--- config.mk ---
export PLATFORM = sky130hd
export DESIGN_NAME = hoist_brake_signal_control
export DESIGN_NICKNAME = d
export VERILOG_FILES = /design/src/design/hbsc_pkg.sv /design/src/design/hbsc_timer_if.sv /design/src/design/hoist_brake_signal_control.sv /design/src/design/hbsc_qual_timer.sv
export SDC_FILE = /design/constraint.sdc
export NUM_CORES = 1
export LEC_CHECK = 0
export ABC_CLOCK_PERIOD_IN_PS = 8900
export BUFFER_PORTS_ARGS = -buffer_cell sky130_fd_sc_hd__buf_2
export CAP_MARGIN = 20
export CORE_MARGIN = 1.5
export CORE_UTILIZATION = 50
export CTS_CLUSTER_SIZE = 16
export DETAILED_ROUTE_END_ITERATION = 16
export GPL_TIMING_DRIVEN = 1
export MAX_ROUTING_LAYER = met4
export PLACE_DENSITY = 0.7
export SETUP_SLACK_MARGIN = 0.4
export SYNTH_ARGS = -nofsm -noshare
export SYNTH_HDL_FRONTEND = slang
export SYNTH_SLANG_ARGS = --single-unit
--- constraint.sdc ---
create_clock -name clk -period 8.9 [get_ports clk]
set_input_delay 0.445 -clock clk [delete_from_list [all_inputs] [get_ports clk]]
set_output_delay 0.445 -clock clk [all_outputs]
set_load 0.02 [all_outputs]
--- src/design/hbsc_pkg.sv ---
// constants, types and register map of the hoist brake signal control
// assumes a 10 MHz control clock and an axi4-lite register bus
package hbsc_pkg;

    localparam int ADDR_W = 8;
    localparam int DATA_W = 32;
    localparam int LVL_W = 16;
    localparam int SEL_W = 5;
    localparam int FUNC_W = 8;

    // register byte offsets
    localparam logic [7:0] OFS_RELEASE_CURRENT = 8'h00;
    localparam logic [7:0] OFS_RELEASE_FREQ = 8'h04;
    localparam logic [7:0] OFS_RELEASE_TIMER = 8'h08;
    localparam logic [7:0] OFS_APPLY_FREQ = 8'h0C;
    localparam logic [7:0] OFS_APPLY_TIMER = 8'h10;
    localparam logic [7:0] OFS_RELEASE_TORQUE = 8'h14;
    localparam logic [7:0] OFS_SPEED_SEL = 8'h18;
    localparam logic [7:0] OFS_STOP_FREQ = 8'h1C;
    localparam logic [7:0] OFS_DOUT_FUNC = 8'h20;
    localparam logic [7:0] OFS_STATUS = 8'h24;

    // upper limits of the settings
    localparam logic [15:0] PERCENT_MAX = 16'h012C;
    localparam logic [15:0] FREQ_MAX = 16'h00FA;
    localparam logic [15:0] TIMER_MAX = 16'h0032;
    localparam logic [4:0] SEL_MAX = 5'h1F;

    // reset values
    localparam logic [15:0] PERCENT_RST = 16'h0064;
    localparam logic [15:0] FREQ_RST = 16'h000A;
    localparam logic [15:0] TIMER_RST = 16'h000A;
    localparam logic [4:0] SEL_RST = 5'h00;
    localparam logic [15:0] STOP_FREQ_RST = 16'h0005;
    localparam logic [7:0] DOUT_FUNC_RST = 8'h00;

    // terminal function code that routes the brake signal
    localparam logic [7:0] FUNC_BRAKE = 8'h39;

    // speed-condition word bit positions
    localparam int SEL_REF_SPEED = 0;
    localparam int SEL_QUICK_CURRENT = 2;
    localparam int SEL_APPLY_FREQ = 3;
    localparam int SEL_RUN_OFF_ONLY = 4;

    // status bit positions
    localparam int ST_BIT_RELEASED = 0;
    localparam int ST_BIT_REL_COND = 1;
    localparam int ST_BIT_APPLY_COND = 2;
    localparam int ST_BIT_MOTOR1 = 3;

    localparam int CURRENT_FILTER_SHIFT = 3;

    localparam logic [1:0] RESP_OKAY = 2'h0;
    localparam logic [1:0] RESP_SLVERR = 2'h2;

    // timer step of 0.1 s
    localparam longint TICK_NS = 100000000;
    localparam longint CLK_PERIOD_NS = 100;
    localparam int TICK_CYCLES = int'(TICK_NS / CLK_PERIOD_NS);

    typedef enum logic [1:0] {
        HBSC_ENGAGED = 2'b01,
        HBSC_RELEASED = 2'b10
    } hbsc_state_type;

endpackage

--- src/design/hbsc_timer_if.sv ---
// link between the brake control and one qualification timer
// assumes both ends share one clock
`timescale 1ns/1ns
`default_nettype none
interface hbsc_timer_if;
    logic cond;
    logic [15:0] limit;
    logic qualified;
    modport user (output cond, output limit, input qualified);
    modport timer (input cond, input limit, output qualified);
endinterface
`default_nettype wire

--- src/design/hoist_brake_signal_control.sv ---
// hoist brake signal control: release and apply qualification, axi4-lite
// assumes drive measurements and commands come from logic on clk
`timescale 1ns/1ns
`default_nettype none
//
// Contract
// release after a level held for timer
// current level 0..300 percent of rating
// frequency level 0..25.0 Hz, V/f only
// torque level 0..300 percent, vector only
// release timer 0..5.0 s, held throughout
// bit 2 picks slow filtered or quick
// bit 0 picks detected or reference speed
// bit 3 picks stop or apply frequency
// word 0..31, default 0, bit 1 unused
// terminal code 57 routes the brake signal
// V/f apply: run off, below level, timer
// bit 4 gates apply on run off
// shutdown, alarm or coast apply immediately
// other motors keep brake released
// timers restart when condition drops
// brake engaged after reset until qualified
module hoist_brake_signal_control #(
    parameter int TICK_CYCLES = hbsc_pkg::TICK_CYCLES
) (
    input wire logic clk,
    input wire logic resetn,
    input wire logic [7:0] s_axi_awaddr,
    input wire logic s_axi_awvalid,
    output logic s_axi_awready,
    input wire logic [31:0] s_axi_wdata,
    input wire logic [3:0] s_axi_wstrb,
    input wire logic s_axi_wvalid,
    output logic s_axi_wready,
    output logic [1:0] s_axi_bresp,
    output logic s_axi_bvalid,
    input wire logic s_axi_bready,
    input wire logic [7:0] s_axi_araddr,
    input wire logic s_axi_arvalid,
    output logic s_axi_arready,
    output logic [31:0] s_axi_rdata,
    output logic [1:0] s_axi_rresp,
    output logic s_axi_rvalid,
    input wire logic s_axi_rready,
    input wire logic [15:0] output_current,
    input wire logic [15:0] output_freq,
    input wire logic [15:0] torque_cmd,
    input wire logic [15:0] detected_speed,
    input wire logic [15:0] reference_speed,
    input wire logic vector_mode,
    input wire logic run_cmd,
    input wire logic output_shutdown,
    input wire logic alarm,
    input wire logic coast_cmd,
    input wire logic [1:0] motor_select,
    output logic brake_release_output,
    output logic dout_terminal
);

    function automatic logic [31:0] wmerge(input logic [31:0] old,
        input logic [31:0] data, input logic [3:0] strb);
        logic [31:0] r;
        r = old;
        for (int i = 0; i < 4; i++) begin
            if (strb[i]) begin
                r[i*8 +: 8] = data[i*8 +: 8];
            end
        end
        return r;
    endfunction

    function automatic logic [15:0] sat16(input logic [31:0] v,
        input logic [15:0] lim);
        return (v > {16'h0000, lim}) ? lim : v[15:0];
    endfunction

    function automatic logic is_mapped(input logic [7:0] a);
        return a == hbsc_pkg::OFS_RELEASE_CURRENT ||
            a == hbsc_pkg::OFS_RELEASE_FREQ ||
            a == hbsc_pkg::OFS_RELEASE_TIMER ||
            a == hbsc_pkg::OFS_APPLY_FREQ ||
            a == hbsc_pkg::OFS_APPLY_TIMER ||
            a == hbsc_pkg::OFS_RELEASE_TORQUE ||
            a == hbsc_pkg::OFS_SPEED_SEL ||
            a == hbsc_pkg::OFS_STOP_FREQ ||
            a == hbsc_pkg::OFS_DOUT_FUNC ||
            a == hbsc_pkg::OFS_STATUS;
    endfunction

    // bus state
    logic aw_held, w_held;
    logic [7:0] aw_addr;
    logic [31:0] w_data;
    logic [3:0] w_strb;
    logic next_aw_held, next_w_held;
    logic [7:0] next_aw_addr;
    logic [31:0] next_w_data;
    logic [3:0] next_w_strb;
    logic next_awready, next_wready, next_bvalid, next_arready, next_rvalid;
    logic [1:0] next_bresp, next_rresp;
    logic [31:0] next_rdata;
    logic do_write;

    // settings
    logic [15:0] cur_lvl, freq_lvl, rel_tmr, apply_freq, apply_tmr;
    logic [15:0] torque_lvl, stop_freq;
    logic [4:0] speed_sel;
    logic [7:0] dout_func;
    logic [15:0] next_cur_lvl, next_freq_lvl, next_rel_tmr, next_apply_freq;
    logic [15:0] next_apply_tmr, next_torque_lvl, next_stop_freq;
    logic [4:0] next_speed_sel;
    logic [7:0] next_dout_func;
    logic [31:0] wv;

    // brake logic
    hbsc_pkg::hbsc_state_type state, next_state;
    logic [15:0] filt_cur, next_filt_cur;
    logic signed [16:0] cur_diff;
    logic next_brake, next_dout;
    logic motor1, stop_event, rel_cond, apply_cond, run_ok;
    logic rel_q, apply_q;
    logic [15:0] cur_used, speed_cmp, apply_thr;
    logic [31:0] status;

    hbsc_timer_if rel_if();
    hbsc_timer_if apply_if();

    hbsc_qual_timer #(.TICK_CYCLES(TICK_CYCLES)) u_rel_timer (
        .clk(clk),
        .resetn(resetn),
        .tif(rel_if)
    );

    hbsc_qual_timer #(.TICK_CYCLES(TICK_CYCLES)) u_apply_timer (
        .clk(clk),
        .resetn(resetn),
        .tif(apply_if)
    );

    assign status = {28'h0000000, motor1, apply_cond, rel_cond,
        brake_release_output};

    // axi4-lite slave: one write and one read at a time
    always_comb begin
        next_aw_held = aw_held;
        next_w_held = w_held;
        next_aw_addr = aw_addr;
        next_w_data = w_data;
        next_w_strb = w_strb;
        next_bvalid = s_axi_bvalid;
        next_bresp = s_axi_bresp;
        next_rvalid = s_axi_rvalid;
        next_rresp = s_axi_rresp;
        next_rdata = s_axi_rdata;
        do_write = aw_held && w_held && !s_axi_bvalid;
        if (s_axi_awvalid && s_axi_awready) begin
            next_aw_held = 1'b1;
            next_aw_addr = s_axi_awaddr;
        end
        if (s_axi_wvalid && s_axi_wready) begin
            next_w_held = 1'b1;
            next_w_data = s_axi_wdata;
            next_w_strb = s_axi_wstrb;
        end
        if (s_axi_bvalid && s_axi_bready) begin
            next_bvalid = 1'b0;
        end
        if (do_write) begin
            next_aw_held = 1'b0;
            next_w_held = 1'b0;
            next_bvalid = 1'b1;
            next_bresp = (is_mapped(aw_addr) &&
                aw_addr != hbsc_pkg::OFS_STATUS) ?
                hbsc_pkg::RESP_OKAY : hbsc_pkg::RESP_SLVERR;
        end
        if (s_axi_rvalid && s_axi_rready) begin
            next_rvalid = 1'b0;
        end
        if (s_axi_arvalid && s_axi_arready) begin
            next_rvalid = 1'b1;
            next_rresp = is_mapped(s_axi_araddr) ?
                hbsc_pkg::RESP_OKAY : hbsc_pkg::RESP_SLVERR;
            case (s_axi_araddr)
                hbsc_pkg::OFS_RELEASE_CURRENT: next_rdata = {16'h0000, cur_lvl};
                hbsc_pkg::OFS_RELEASE_FREQ: next_rdata = {16'h0000, freq_lvl};
                hbsc_pkg::OFS_RELEASE_TIMER: next_rdata = {16'h0000, rel_tmr};
                hbsc_pkg::OFS_APPLY_FREQ: next_rdata = {16'h0000, apply_freq};
                hbsc_pkg::OFS_APPLY_TIMER: next_rdata = {16'h0000, apply_tmr};
                hbsc_pkg::OFS_RELEASE_TORQUE: next_rdata = {16'h0000, torque_lvl};
                hbsc_pkg::OFS_SPEED_SEL: next_rdata = {27'h0000000, speed_sel};
                hbsc_pkg::OFS_STOP_FREQ: next_rdata = {16'h0000, stop_freq};
                hbsc_pkg::OFS_DOUT_FUNC: next_rdata = {24'h000000, dout_func};
                hbsc_pkg::OFS_STATUS: next_rdata = status;
                default: next_rdata = 32'h00000000;
            endcase
        end
        next_awready = !next_aw_held && !next_bvalid;
        next_wready = !next_w_held && !next_bvalid;
        next_arready = !next_rvalid;
    end

    always_ff @(posedge clk or negedge resetn) begin
        if (!resetn) begin
            aw_held <= 1'b0;
            w_held <= 1'b0;
            aw_addr <= 8'h00;
            w_data <= 32'h00000000;
            w_strb <= 4'h0;
            s_axi_awready <= 1'b1;
            s_axi_wready <= 1'b1;
            s_axi_bvalid <= 1'b0;
            s_axi_bresp <= 2'h0;
            s_axi_arready <= 1'b1;
            s_axi_rvalid <= 1'b0;
            s_axi_rresp <= 2'h0;
            s_axi_rdata <= 32'h00000000;
        end else begin
            aw_held <= next_aw_held;
            w_held <= next_w_held;
            aw_addr <= next_aw_addr;
            w_data <= next_w_data;
            w_strb <= next_w_strb;
            s_axi_awready <= next_awready;
            s_axi_wready <= next_wready;
            s_axi_bvalid <= next_bvalid;
            s_axi_bresp <= next_bresp;
            s_axi_arready <= next_arready;
            s_axi_rvalid <= next_rvalid;
            s_axi_rresp <= next_rresp;
            s_axi_rdata <= next_rdata;
        end
    end

    // settings, saturated to their ranges on write
    always_comb begin
        next_cur_lvl = cur_lvl;
        next_freq_lvl = freq_lvl;
        next_rel_tmr = rel_tmr;
        next_apply_freq = apply_freq;
        next_apply_tmr = apply_tmr;
        next_torque_lvl = torque_lvl;
        next_stop_freq = stop_freq;
        next_speed_sel = speed_sel;
        next_dout_func = dout_func;
        wv = 32'h00000000;
        if (do_write) begin
            case (aw_addr)
                // current level range
                hbsc_pkg::OFS_RELEASE_CURRENT: begin
                    wv = wmerge({16'h0000, cur_lvl}, w_data, w_strb);
                    next_cur_lvl = sat16(wv, hbsc_pkg::PERCENT_MAX);
                end
                // frequency level range
                hbsc_pkg::OFS_RELEASE_FREQ: begin
                    wv = wmerge({16'h0000, freq_lvl}, w_data, w_strb);
                    next_freq_lvl = sat16(wv, hbsc_pkg::FREQ_MAX);
                end
                // release timer range
                hbsc_pkg::OFS_RELEASE_TIMER: begin
                    wv = wmerge({16'h0000, rel_tmr}, w_data, w_strb);
                    next_rel_tmr = sat16(wv, hbsc_pkg::TIMER_MAX);
                end
                hbsc_pkg::OFS_APPLY_FREQ: begin
                    wv = wmerge({16'h0000, apply_freq}, w_data, w_strb);
                    next_apply_freq = sat16(wv, hbsc_pkg::FREQ_MAX);
                end
                // apply timer range
                hbsc_pkg::OFS_APPLY_TIMER: begin
                    wv = wmerge({16'h0000, apply_tmr}, w_data, w_strb);
                    next_apply_tmr = sat16(wv, hbsc_pkg::TIMER_MAX);
                end
                // torque level range
                hbsc_pkg::OFS_RELEASE_TORQUE: begin
                    wv = wmerge({16'h0000, torque_lvl}, w_data, w_strb);
                    next_torque_lvl = sat16(wv, hbsc_pkg::PERCENT_MAX);
                end
                // word limited to 0..31
                hbsc_pkg::OFS_SPEED_SEL: begin
                    wv = wmerge({27'h0000000, speed_sel}, w_data, w_strb);
                    next_speed_sel = 5'(sat16(wv, 16'(hbsc_pkg::SEL_MAX)));
                end
                hbsc_pkg::OFS_STOP_FREQ: begin
                    wv = wmerge({16'h0000, stop_freq}, w_data, w_strb);
                    next_stop_freq = sat16(wv, hbsc_pkg::FREQ_MAX);
                end
                hbsc_pkg::OFS_DOUT_FUNC: begin
                    wv = wmerge({24'h000000, dout_func}, w_data, w_strb);
                    next_dout_func = wv[7:0];
                end
                default: wv = 32'h00000000;
            endcase
        end
    end

    always_ff @(posedge clk or negedge resetn) begin
        if (!resetn) begin
            cur_lvl <= hbsc_pkg::PERCENT_RST;
            freq_lvl <= hbsc_pkg::FREQ_RST;
            rel_tmr <= hbsc_pkg::TIMER_RST;
            apply_freq <= hbsc_pkg::FREQ_RST;
            apply_tmr <= hbsc_pkg::TIMER_RST;
            torque_lvl <= hbsc_pkg::PERCENT_RST;
            stop_freq <= hbsc_pkg::STOP_FREQ_RST;
            speed_sel <= hbsc_pkg::SEL_RST;
            dout_func <= hbsc_pkg::DOUT_FUNC_RST;
        end else begin
            cur_lvl <= next_cur_lvl;
            freq_lvl <= next_freq_lvl;
            rel_tmr <= next_rel_tmr;
            apply_freq <= next_apply_freq;
            apply_tmr <= next_apply_tmr;
            torque_lvl <= next_torque_lvl;
            stop_freq <= next_stop_freq;
            speed_sel <= next_speed_sel;
            dout_func <= next_dout_func;
        end
    end

    // brake conditions; bit 1 of the word is read nowhere
    always_comb begin
        motor1 = motor_select == 2'h0;
        stop_event = output_shutdown || alarm || coast_cmd;
        // slow path uses filtered current
        cur_diff = $signed({1'b0, output_current}) - $signed({1'b0, filt_cur});
        next_filt_cur = filt_cur +
            16'(cur_diff >>> hbsc_pkg::CURRENT_FILTER_SHIFT);
        cur_used = speed_sel[hbsc_pkg::SEL_QUICK_CURRENT] ?
            output_current : filt_cur;
        // current level, or frequency (V/f) or torque (vector) level, above its threshold
        rel_cond = motor1 && !stop_event && (cur_used > cur_lvl ||
            (!vector_mode && output_freq > freq_lvl) ||
            (vector_mode && torque_cmd > torque_lvl));
        // speed compared for apply
        speed_cmp = !vector_mode ? output_freq :
            (speed_sel[hbsc_pkg::SEL_REF_SPEED] ?
            reference_speed : detected_speed);
        // apply frequency choice
        apply_thr = (!vector_mode || speed_sel[hbsc_pkg::SEL_APPLY_FREQ]) ?
            apply_freq : stop_freq;
        // run command gating
        run_ok = vector_mode ?
            (!speed_sel[hbsc_pkg::SEL_RUN_OFF_ONLY] || !run_cmd) : !run_cmd;
        apply_cond = speed_cmp < apply_thr && run_ok;
        rel_q = rel_if.qualified;
        apply_q = apply_if.qualified;
        rel_if.cond = state == hbsc_pkg::HBSC_ENGAGED && rel_cond;
        rel_if.limit = rel_tmr;
        apply_if.cond = state == hbsc_pkg::HBSC_RELEASED && apply_cond;
        apply_if.limit = apply_tmr;
        next_state = state;
        case (state)
            hbsc_pkg::HBSC_ENGAGED: begin
                // release once qualified
                if (rel_q && rel_cond) begin
                    next_state = hbsc_pkg::HBSC_RELEASED;
                end
            end
            hbsc_pkg::HBSC_RELEASED: begin
                // immediate apply on stop events
                if (stop_event || (apply_q && apply_cond)) begin
                    next_state = hbsc_pkg::HBSC_ENGAGED;
                end
            end
            default: next_state = hbsc_pkg::HBSC_ENGAGED;
        endcase
        // other motors hold brake released
        next_brake = !motor1 || next_state == hbsc_pkg::HBSC_RELEASED;
        // terminal routing
        next_dout = dout_func == hbsc_pkg::FUNC_BRAKE && next_brake;
    end

    // engaged after reset
    always_ff @(posedge clk or negedge resetn) begin
        if (!resetn) begin
            state <= hbsc_pkg::HBSC_ENGAGED;
            filt_cur <= 16'h0000;
            brake_release_output <= 1'b0;
            dout_terminal <= 1'b0;
        end else begin
            state <= next_state;
            filt_cur <= next_filt_cur;
            brake_release_output <= next_brake;
            dout_terminal <= next_dout;
        end
    end

    a_release_after_qual: assert property (
        @(posedge clk) disable iff (!resetn)
        $rose(state == hbsc_pkg::HBSC_RELEASED) |-> $past(rel_q))
        else $error("brake released without qualification");

    a_current_range: assert property (
        @(posedge clk) disable iff (!resetn)
        cur_lvl <= hbsc_pkg::PERCENT_MAX && torque_lvl <= hbsc_pkg::PERCENT_MAX)
        else $error("percent level out of range");

    a_freq_vf_only: assert property (
        @(posedge clk) disable iff (!resetn)
        vector_mode && torque_cmd <= torque_lvl && cur_used <= cur_lvl
        |-> !rel_cond)
        else $error("frequency level used in vector control");

    a_quick_bypass: assert property (
        @(posedge clk) disable iff (!resetn)
        speed_sel[hbsc_pkg::SEL_QUICK_CURRENT] && motor1 && !stop_event &&
        output_current > cur_lvl |-> rel_cond)
        else $error("quick current path not taken");

    a_speed_select: assert property (
        @(posedge clk) disable iff (!resetn)
        vector_mode && speed_sel[hbsc_pkg::SEL_REF_SPEED]
        |-> speed_cmp == reference_speed)
        else $error("wrong speed for apply");

    a_apply_threshold: assert property (
        @(posedge clk) disable iff (!resetn)
        vector_mode && !speed_sel[hbsc_pkg::SEL_APPLY_FREQ]
        |-> apply_thr == stop_freq)
        else $error("wrong apply threshold");

    a_terminal_route: assert property (
        @(posedge clk) disable iff (!resetn)
        dout_func == hbsc_pkg::FUNC_BRAKE ##1 dout_func == hbsc_pkg::FUNC_BRAKE
        |-> dout_terminal == brake_release_output)
        else $error("terminal does not follow brake signal");

    a_run_gate_vf: assert property (
        @(posedge clk) disable iff (!resetn)
        !vector_mode && run_cmd |-> !apply_cond)
        else $error("apply allowed with run on");

    a_stop_engages: assert property (
        @(posedge clk) disable iff (!resetn)
        stop_event && motor1 |=> !brake_release_output)
        else $error("stop event did not apply brake");

    a_other_motor: assert property (
        @(posedge clk) disable iff (!resetn)
        !motor1 |=> brake_release_output)
        else $error("brake applied on other motor");
endmodule
`default_nettype wire

--- src/design/hbsc_qual_timer.sv ---
// qualification timer counting whole 0.1 s steps while a condition holds
// assumes cond comes from logic on the same clock
`timescale 1ns/1ns
`default_nettype none
module hbsc_qual_timer #(
    parameter int TICK_CYCLES = hbsc_pkg::TICK_CYCLES
) (
    input wire logic clk,
    input wire logic resetn,
    hbsc_timer_if.timer tif
);
    localparam int SUB_W = $clog2(TICK_CYCLES + 1);
    localparam logic [SUB_W-1:0] SUB_LAST = SUB_W'(TICK_CYCLES - 1);

    logic [SUB_W-1:0] sub;
    logic [15:0] ticks;
    logic qualified;
    logic [SUB_W-1:0] next_sub;
    logic [15:0] next_ticks;
    logic next_qualified;

    always_comb begin
        next_sub = sub;
        next_ticks = ticks;
        next_qualified = tif.cond && (ticks >= tif.limit);
        // restart on false
        if (!tif.cond) begin
            next_sub = '0;
            next_ticks = '0;
        end else if (ticks < tif.limit) begin
            if (sub == SUB_LAST) begin
                next_sub = '0;
                next_ticks = ticks + 16'h0001;
            end else begin
                next_sub = sub + SUB_W'(1);
            end
        end
    end

    always_ff @(posedge clk or negedge resetn) begin
        if (!resetn) begin
            sub <= '0;
            ticks <= '0;
            qualified <= 1'b0;
        end else begin
            sub <= next_sub;
            ticks <= next_ticks;
            qualified <= next_qualified;
        end
    end

    assign tif.qualified = qualified;

    a_timer_restart: assert property (
        @(posedge clk) disable iff (!resetn)
        !tif.cond |=> !qualified && ticks == 16'h0000)
        else $error("timer did not restart");

    a_timer_full: assert property (
        @(posedge clk) disable iff (!resetn)
        $rose(qualified) |-> $past(ticks) >= $past(tif.limit))
        else $error("timer qualified early");
endmodule
`default_nettype wire

**After elaboration in Yosys (flattened, before gate mapping)**

Cells that the tools add are included.

- Equal/unequal tests: 29
- $lt $le $gt $ge: 16
- Reduce and logical (&&, ||, !) cells: 72
- Mux-type cells: 121
- $add $sub $neg: 6

Operators with widths:

| kind | count |
|---|---|
| 2-to-1 mux 8 bit | 82 |
| 2-to-1 mux 16 bit | 17 |
| case mux 16 bit (10 select lines) | 1 |
| 2-to-1 mux 20 bit | 6 |
| greater-than comparator 32 x 8 -> 1 bit, second input constant | 3 |
| == test 8 x 5 -> 1 bit, second input constant | 8 |
| greater-than comparator 32 x 6 -> 1 bit, second input constant | 2 |
| greater-than comparator 32 x 9 -> 1 bit, second input constant | 2 |
| greater-than comparator 16 bit | 3 |
| less-than comparator 16 bit | 3 |
| adder 20 x 1 -> 20 bit, second input constant | 2 |
| == test 20 bit, second input constant | 2 |
| == test 8 x 6 -> 1 bit, second input constant | 5 |
| adder 16 x 1 -> 16 bit, second input constant | 2 |
| == test 8 x 4 -> 1 bit, second input constant | 4 |
| greater-or-equal comparator 16 bit | 2 |
| greater-than comparator 32 x 5 -> 1 bit, second input constant | 1 |
| logical OR 1 bit | 26 |
| logical AND 1 bit | 22 |
| AND reduction 2 bit | 10 |
| subtractor 16 x 16 -> 17 bit | 1 |
| adder 16 bit | 1 |
| == test 8 x 3 -> 1 bit, second input constant | 2 |
| logical NOT 8 bit | 2 |
| other kinds (11) | 35 |

- Logic and storage cells: 276
- Input bits: 146
- Register bits: 306

**Logic depth before layout (Yosys ltp)**

- Depth after elaboration: 12
- Gate-level depth with buffers: 19

**Cells and area by module**

A second synthesis with hierarchy kept.

- Cell total of the unflattened synthesis: 1,858
- Area total of the unflattened synthesis: 17,605.6 um^2

Modules (own cells, without submodules):

| module | seq. area each (um^2) | area an instance (um^2) | cells an instance | instances |
|---|---|---|---|---|
| hoist_brake_signal_control | 5,380.2 | 12,605.8 | 1,272 | 1 |
| hbsc_qual_timer | 925.9 | 2,499.9 | 293 | 2 |

**Least setup slack after synthesis**

Ideal clock, no wire load.

- Path kind: input to register
- Start: input vector_mode
- End: register u_apply_timer.sub[0]
- Data required time: 8.775 ns
- Slack: 5.216 ns
- Data arrival time: 3.560 ns
- Buffers on the path: 4
- Setup time: 0.125 ns
- Stages: 12
- Cells stage by stage: buf_2 -> nand2b_1 -> clkbuf_1 -> clkbuf_1 -> mux2i_1 -> ha_1 -> a221oi_1 -> o21ai_1 -> nor4b_4 -> buf_2 -> nor3_1 -> mux2_2

- Longest elaborated chain between the ends: 7
- Elaborated cells on any way between the ends: 10

RTL lines:

| what | line | source |
|---|---|---|
| from (decl) | hoist_brake_signal_control.sv:50 | `input wire logic vector_mode,` |
| logical NOT 1 bit | hoist_brake_signal_control.sv:338 | `apply_thr = (!vector_mode \|\| speed_sel[hbsc_pkg::SEL_APPLY_FREQ]) ?` |
| logical OR 1 bit | hoist_brake_signal_control.sv:338 |  |
| 2-to-1 mux 16 bit | hoist_brake_signal_control.sv:338 |  |
| less-than comparator 16 bit | hoist_brake_signal_control.sv:343 | `apply_cond = speed_cmp < apply_thr && run_ok;` |
| logical AND 1 bit * | hoist_brake_signal_control.sv:343 |  |
| logical AND 1 bit * | hoist_brake_signal_control.sv:348 | `apply_if.cond = state == hbsc_pkg::HBSC_RELEASED && apply_cond;` |
| != test 2 bit (no line) / 2-to-1 mux 20 bit (equally long branches) | -- |  |
| to (signal assigned) | hbsc_qual_timer.sv:46 | `sub <= next_sub;` |
| to (decl) | hbsc_qual_timer.sv:15 | `logic [SUB_W-1:0] sub;` |

Every way passes the cells marked *; elsewhere a longest branch is shown, timed or not.
A chain may end at the register's enable or synchronous reset.

**Final worst setup path**

- Start: register speed_sel[3]
- End: register u_apply_timer.sub[19]

- Longest elaborated chain between the ends: 6
- Elaborated cells on any way between the ends: 7

RTL lines:

| what | line | source |
|---|---|---|
| from (decl) | hoist_brake_signal_control.sv:107 | `logic [4:0] speed_sel;` |
| from (signal assigned) | hoist_brake_signal_control.sv:304 | `speed_sel <= hbsc_pkg::SEL_RST;` |
| from (signal assigned) | hoist_brake_signal_control.sv:314 | `speed_sel <= next_speed_sel;` |
| logical OR 1 bit * | hoist_brake_signal_control.sv:338 |  |
| 2-to-1 mux 16 bit * | hoist_brake_signal_control.sv:338 |  |
| less-than comparator 16 bit * | hoist_brake_signal_control.sv:343 |  |
| logical AND 1 bit * | hoist_brake_signal_control.sv:343 |  |
| logical AND 1 bit * | hoist_brake_signal_control.sv:348 |  |
| != test 2 bit (no line) / 2-to-1 mux 20 bit (equally long branches) | -- |  |

Marks and branches as above.

==> results.txt <==
* Run status: complete, but fails checks
* Failing checks: hold timing
* Horizontal extent of the die: 188 microns
* Most used flip-flop cell after synthesis: dfrtp_1
- For this run, the total global-route usage over all layers was measured as 29.0%.
- Power spent charging and discharging nets: 2.00 mW
- Crit-path cells: nand2b_1 -> mux2i_1 -> ha_1 -> a21o_1 -> a21o_1 -> a211oi_1 -> o21ai_1 -> nor4b_4 -> nor4_1 -> xnor2_1 -> nor2_1
- Among cell families on the critical path, the largest total delay comes from simple AND/OR/NAND/NOR gates.
* Maximum operating frequency: 0.229 GHz
* Yosys reg bits: about 290
* Hold slack: -0.00135 ns
- In the final timing run, aggregate negative setup slack is 0 ns.
- Post-synthesis cell type count: a little over 80
- Setup violations remaining at the end of the flow were counted as 0.
- The final-report hold violation count came to 1.
- Register share of total power: 34.6%
- The final layout contains routed wiring with a total length of 49.7 mm.
- Top-level I/O count: roughly 190
- The initial utilization of the core area, before any placement, comes to 51.0%.
- The number of gates resized after CTS was 0.
- Cts hold-fix bufs: 0
- Type of the worst setup path: flop to flop
- Core region area: between 0.03 and 0.04 sq mm
* Warnings, synthesis: 0
- Type of the tightest min-delay check: input port to async pin
- Critical path buffer and inverter count: 0
* Count of flip-flops with a built-in enable after synthesis: 0
* Reg-to-reg setup timing slack: ~4.5 ns
- Headroom to the max-slew limit came out at 28.7%.
- Remaining global-route overflow: 0
- Leakage power: 8.71 nW
- Commonest cells after routing, fill and taps aside: 268 x dfrtp_1, 169 x buf_2, 151 x nor2_1
* Worst-Skew Late Latency: 0.52 ns
- The via count of the first global-routing pass came to 14531.
- Cell Area, Synth: 0.0172 sq mm
- CTS tree: built
- Share of the yosys chip area belonging to registers: 42.0%
- The completed layout was analyzed and its total power is 5.35 mW.
- Entering global routing, the biggest net connects about 100 pins.
- The smallest clock period supported by the final layout is computed as 4.37 ns.
- Required time of the critical path: 9.27 ns
- The area growth from synthesis to layout is 14.2%.
- Among the stages of the critical path, the cell type that occurs most often is a21o_1.
- Setup repair after global routing left no endpoint under its margin.
- Clock-pin slew was measured on the worst setup and hold paths at ~0.060 ns.
- Number of buffers added for setup after CTS: 0
- Total half-perimeter wirelength after legalization and detailed placement: 37.6 mm
* Routed Antenna Nets: 0
- Area of all sequential standard cells: 0.00723 sq mm
* # clock sinks: 288
- In this run the mean area of a mapped cell was 9.54 sq um.
- Via-per-instance ratio: approximately 6.1
* Slowest stage delay, CP: 0.89 ns
- For the pin with the worst max-slew slack, the measured transition is 1.07 ns.
- In this run the deepest clock path goes through 3 buffers.
- FILL cells: 2973
- After floorplanning, the core was divided into 67 placement rows.
- Counting the buffers created by CTS gives 34.
- First-pass iteration count of the detailed router: 10
* Area enclosed by the die boundary: 0.0355 sq mm
* Cell internal power dissipation: 3.35 mW
- Max-Cap Viols: 0
- Root buffer selected by CTS: clkbuf_16
* Asr flop ratio synth: 100%
* Comb pwr share: 37.7%
* Post-Route Skew: 0.0245 ns
- Count of vias placed by the detailed router: 14840
- In this run switching power makes up 37.3% of total power.
- The max-slew violation total from the final report was 0.
- After detailed routing, the average wire length per cell comes to 20.3 microns.
- The worst setup path is launched from a flop.
* Util after Layout: about three fifths
* Share of the clock period used by the worst path: roughly half
- Count of nets after finishing: 2246
- Along the worst path, the maximum fanout reaches 19.
- Clk pwr share: 27.7%
- The number of antenna violations at the first check in global routing is 1.
- The congestion estimate from routability-driven global placement came to 0.952.
- Input and output buffers added on the ports amount to 170.
- The worst setup path is captured at a flop.
- Chip Height: 188 microns
* DR DRC count: 0
- Area occupied by multi-input gates: between 0.009 and 0.01 sq mm
- Wire length of the first global-routing pass: 79.3 mm
- In this run the number of H-tree levels came out at 2.
- Cell type of the slowest stage on the worst timing path: nor4b_4
- Share of post-route cells with drive strength above 1: between 10% and 20%
- Ratio of total power to cell area: 272 mW/mm^2
- After technology mapping, the gate count stands at 1803.
* Iter 0 DRT Violations: 1464
- Worst endpoint data arrival time: 4.74 ns
- VDD sags by at most 0.000364 V.
- Most frequent standard cell in the layout excluding fill and tap cells: dfrtp_1
power by group through the flow:
stage	sequential, mW	combinational (mW)	clock [mW]
2_1_floorplan	1.73	1.58	0
3_3_place_gp	1.86	1.93	0
3_5_place_dp	1.86	2.00	0
4_1_cts	1.84	2.01	1.51
5_1_grt	1.88	2.26	1.56
6_report	1.85	2.02	1.48
cells in the mapped netlist (9+ instances only):
library cell / instances / area [sq um]
dfrtp_1: 268 / 6710
nor2_1: 151 / 567
ha_1: 131 / 1640
nand2_1: 128 / 480
inv_1: 125 / 469
a21oi_1: 123 / 616
o21ai_0: 74 / 370
nand3_1: 57 / 285
mux2_2: 47 / 529
clkbuf_1: 46 / 173
nand4_1: 42 / 263
xnor2_1: 40 / 350
a22oi_1: 38 / 285
and2_1: 36 / 225
mux2i_1: 35 / 350
a21o_1: 34 / 255
nor3_1: 32 / 160
a31oi_1: 29 / 181
nor4_1: 28 / 175
o22a_1: 25 / 219
xor2_1: 23 / 201
and3_1: 21 / 131
dfstp_2: 20 / 526
or3_1: 19 / 119
buf_4: 18 / 135
a221oi_1: 12 / 105
nand2b_1: 12 / 75.1
a222oi_1: 11 / 110
a22o_1: 11 / 96.3
a211oi_1: 10 / 75.1
o22ai_1: 10 / 62.6
nor2b_1: 9 / 56.3
o31ai_1: 9 / 67.6
metal layers:
metal / routed length, microns / GRT usage [%] / part of all wire (%)
met5: 0 / - / 0
met4: 2170 / 11.8 / 4.4
met3: 3380 / 4.49 / 6.8
met2: 22700 / 44.8 / 46
met1: 21400 / 38.2 / 43
worst reg2reg max path, cell delays in order (launching register included):
cell      delay [ns]
dfrtp_1         0.45
nand2b_1        0.75
mux2i_1         0.31
ha_1            0.29
a21o_1          0.17
a21o_1          0.18
a211oi_1        0.49
o21ai_1         0.28
nor4b_4         0.89
nor4_1          0.19
xnor2_1         0.18
nor2_1          0.05
logic make-up after synthesis:
family	synth area share, %
AO/OA/AOI/OAI	17.6
XOR/XNOR	3.21
adder cells (fa/ha/maj)	9.65
buffers and inverters	4.85
flip-flops	42.0
multiplexers	5.18
other	0.0218
AND/OR/NAND/NOR	17.5
worst paths after layout:
path,cells past startpoint,endpoint,from
setup / recovery,11,u_apply_timer.sub[19]$_DFFE_PN0P_,speed_sel[3]$_DFFE_PN0P_
min in group clk,3,w_data[8]$_DFFE_PN0P_,s_axi_wdata[8]
hold / removal,1,w_data[27]$_DFFE_PN0P_,resetn
setup reg to reg,11,u_apply_timer.sub[19]$_DFFE_PN0P_,speed_sel[3]$_DFFE_PN0P_
hold reg to reg,1,s_axi_wready$_DFF_PN1_,w_held$_DFF_PN0_
max in group asynchronous,2,freq_lvl[5]$_DFFE_PN0P_,resetn
registers in the layout (all words and copies together) (netlist names), 4 cells and up:
register / count
u_rel_timer.sub: 20
cur_lvl: 16
speed_sel: 5
w_strb: 4
dout_func: 8
freq_lvl: 16
torque_lvl: 16
u_apply_timer.ticks: 16
rel_if.limit: 16
stop_freq: 16
filt_cur: 16
apply_freq: 16
u_apply_timer.sub: 20
aw_addr: 8
w_data: 32
s_axi_rdata: 16
apply_if.limit: 16
u_rel_timer.ticks: 16
metrics by stage:
stage,instances,area (sq um),setup slack (ns)
3_3_place_gp,2379,18400,4.38
5_1_grt,2442,19600,4.19
4_1_cts,2440,19600,4.57
2_1_floorplan,1820,17300,5.22
3_5_place_dp,2379,18400,4.14
6_report,2442,19600,4.53
area by class of cell:
class	instances	area share (%)
clock buffer	48	5.01
clock inverter	13	1.04
multi-input combinational	1332	46.9
tap	448	2.85
antenna	1	0.0127
inverter	125	2.39
timing repair buffer	187	5.03
sequential	288	36.8
Note: power is estimated with default switching activity, not from simulation.
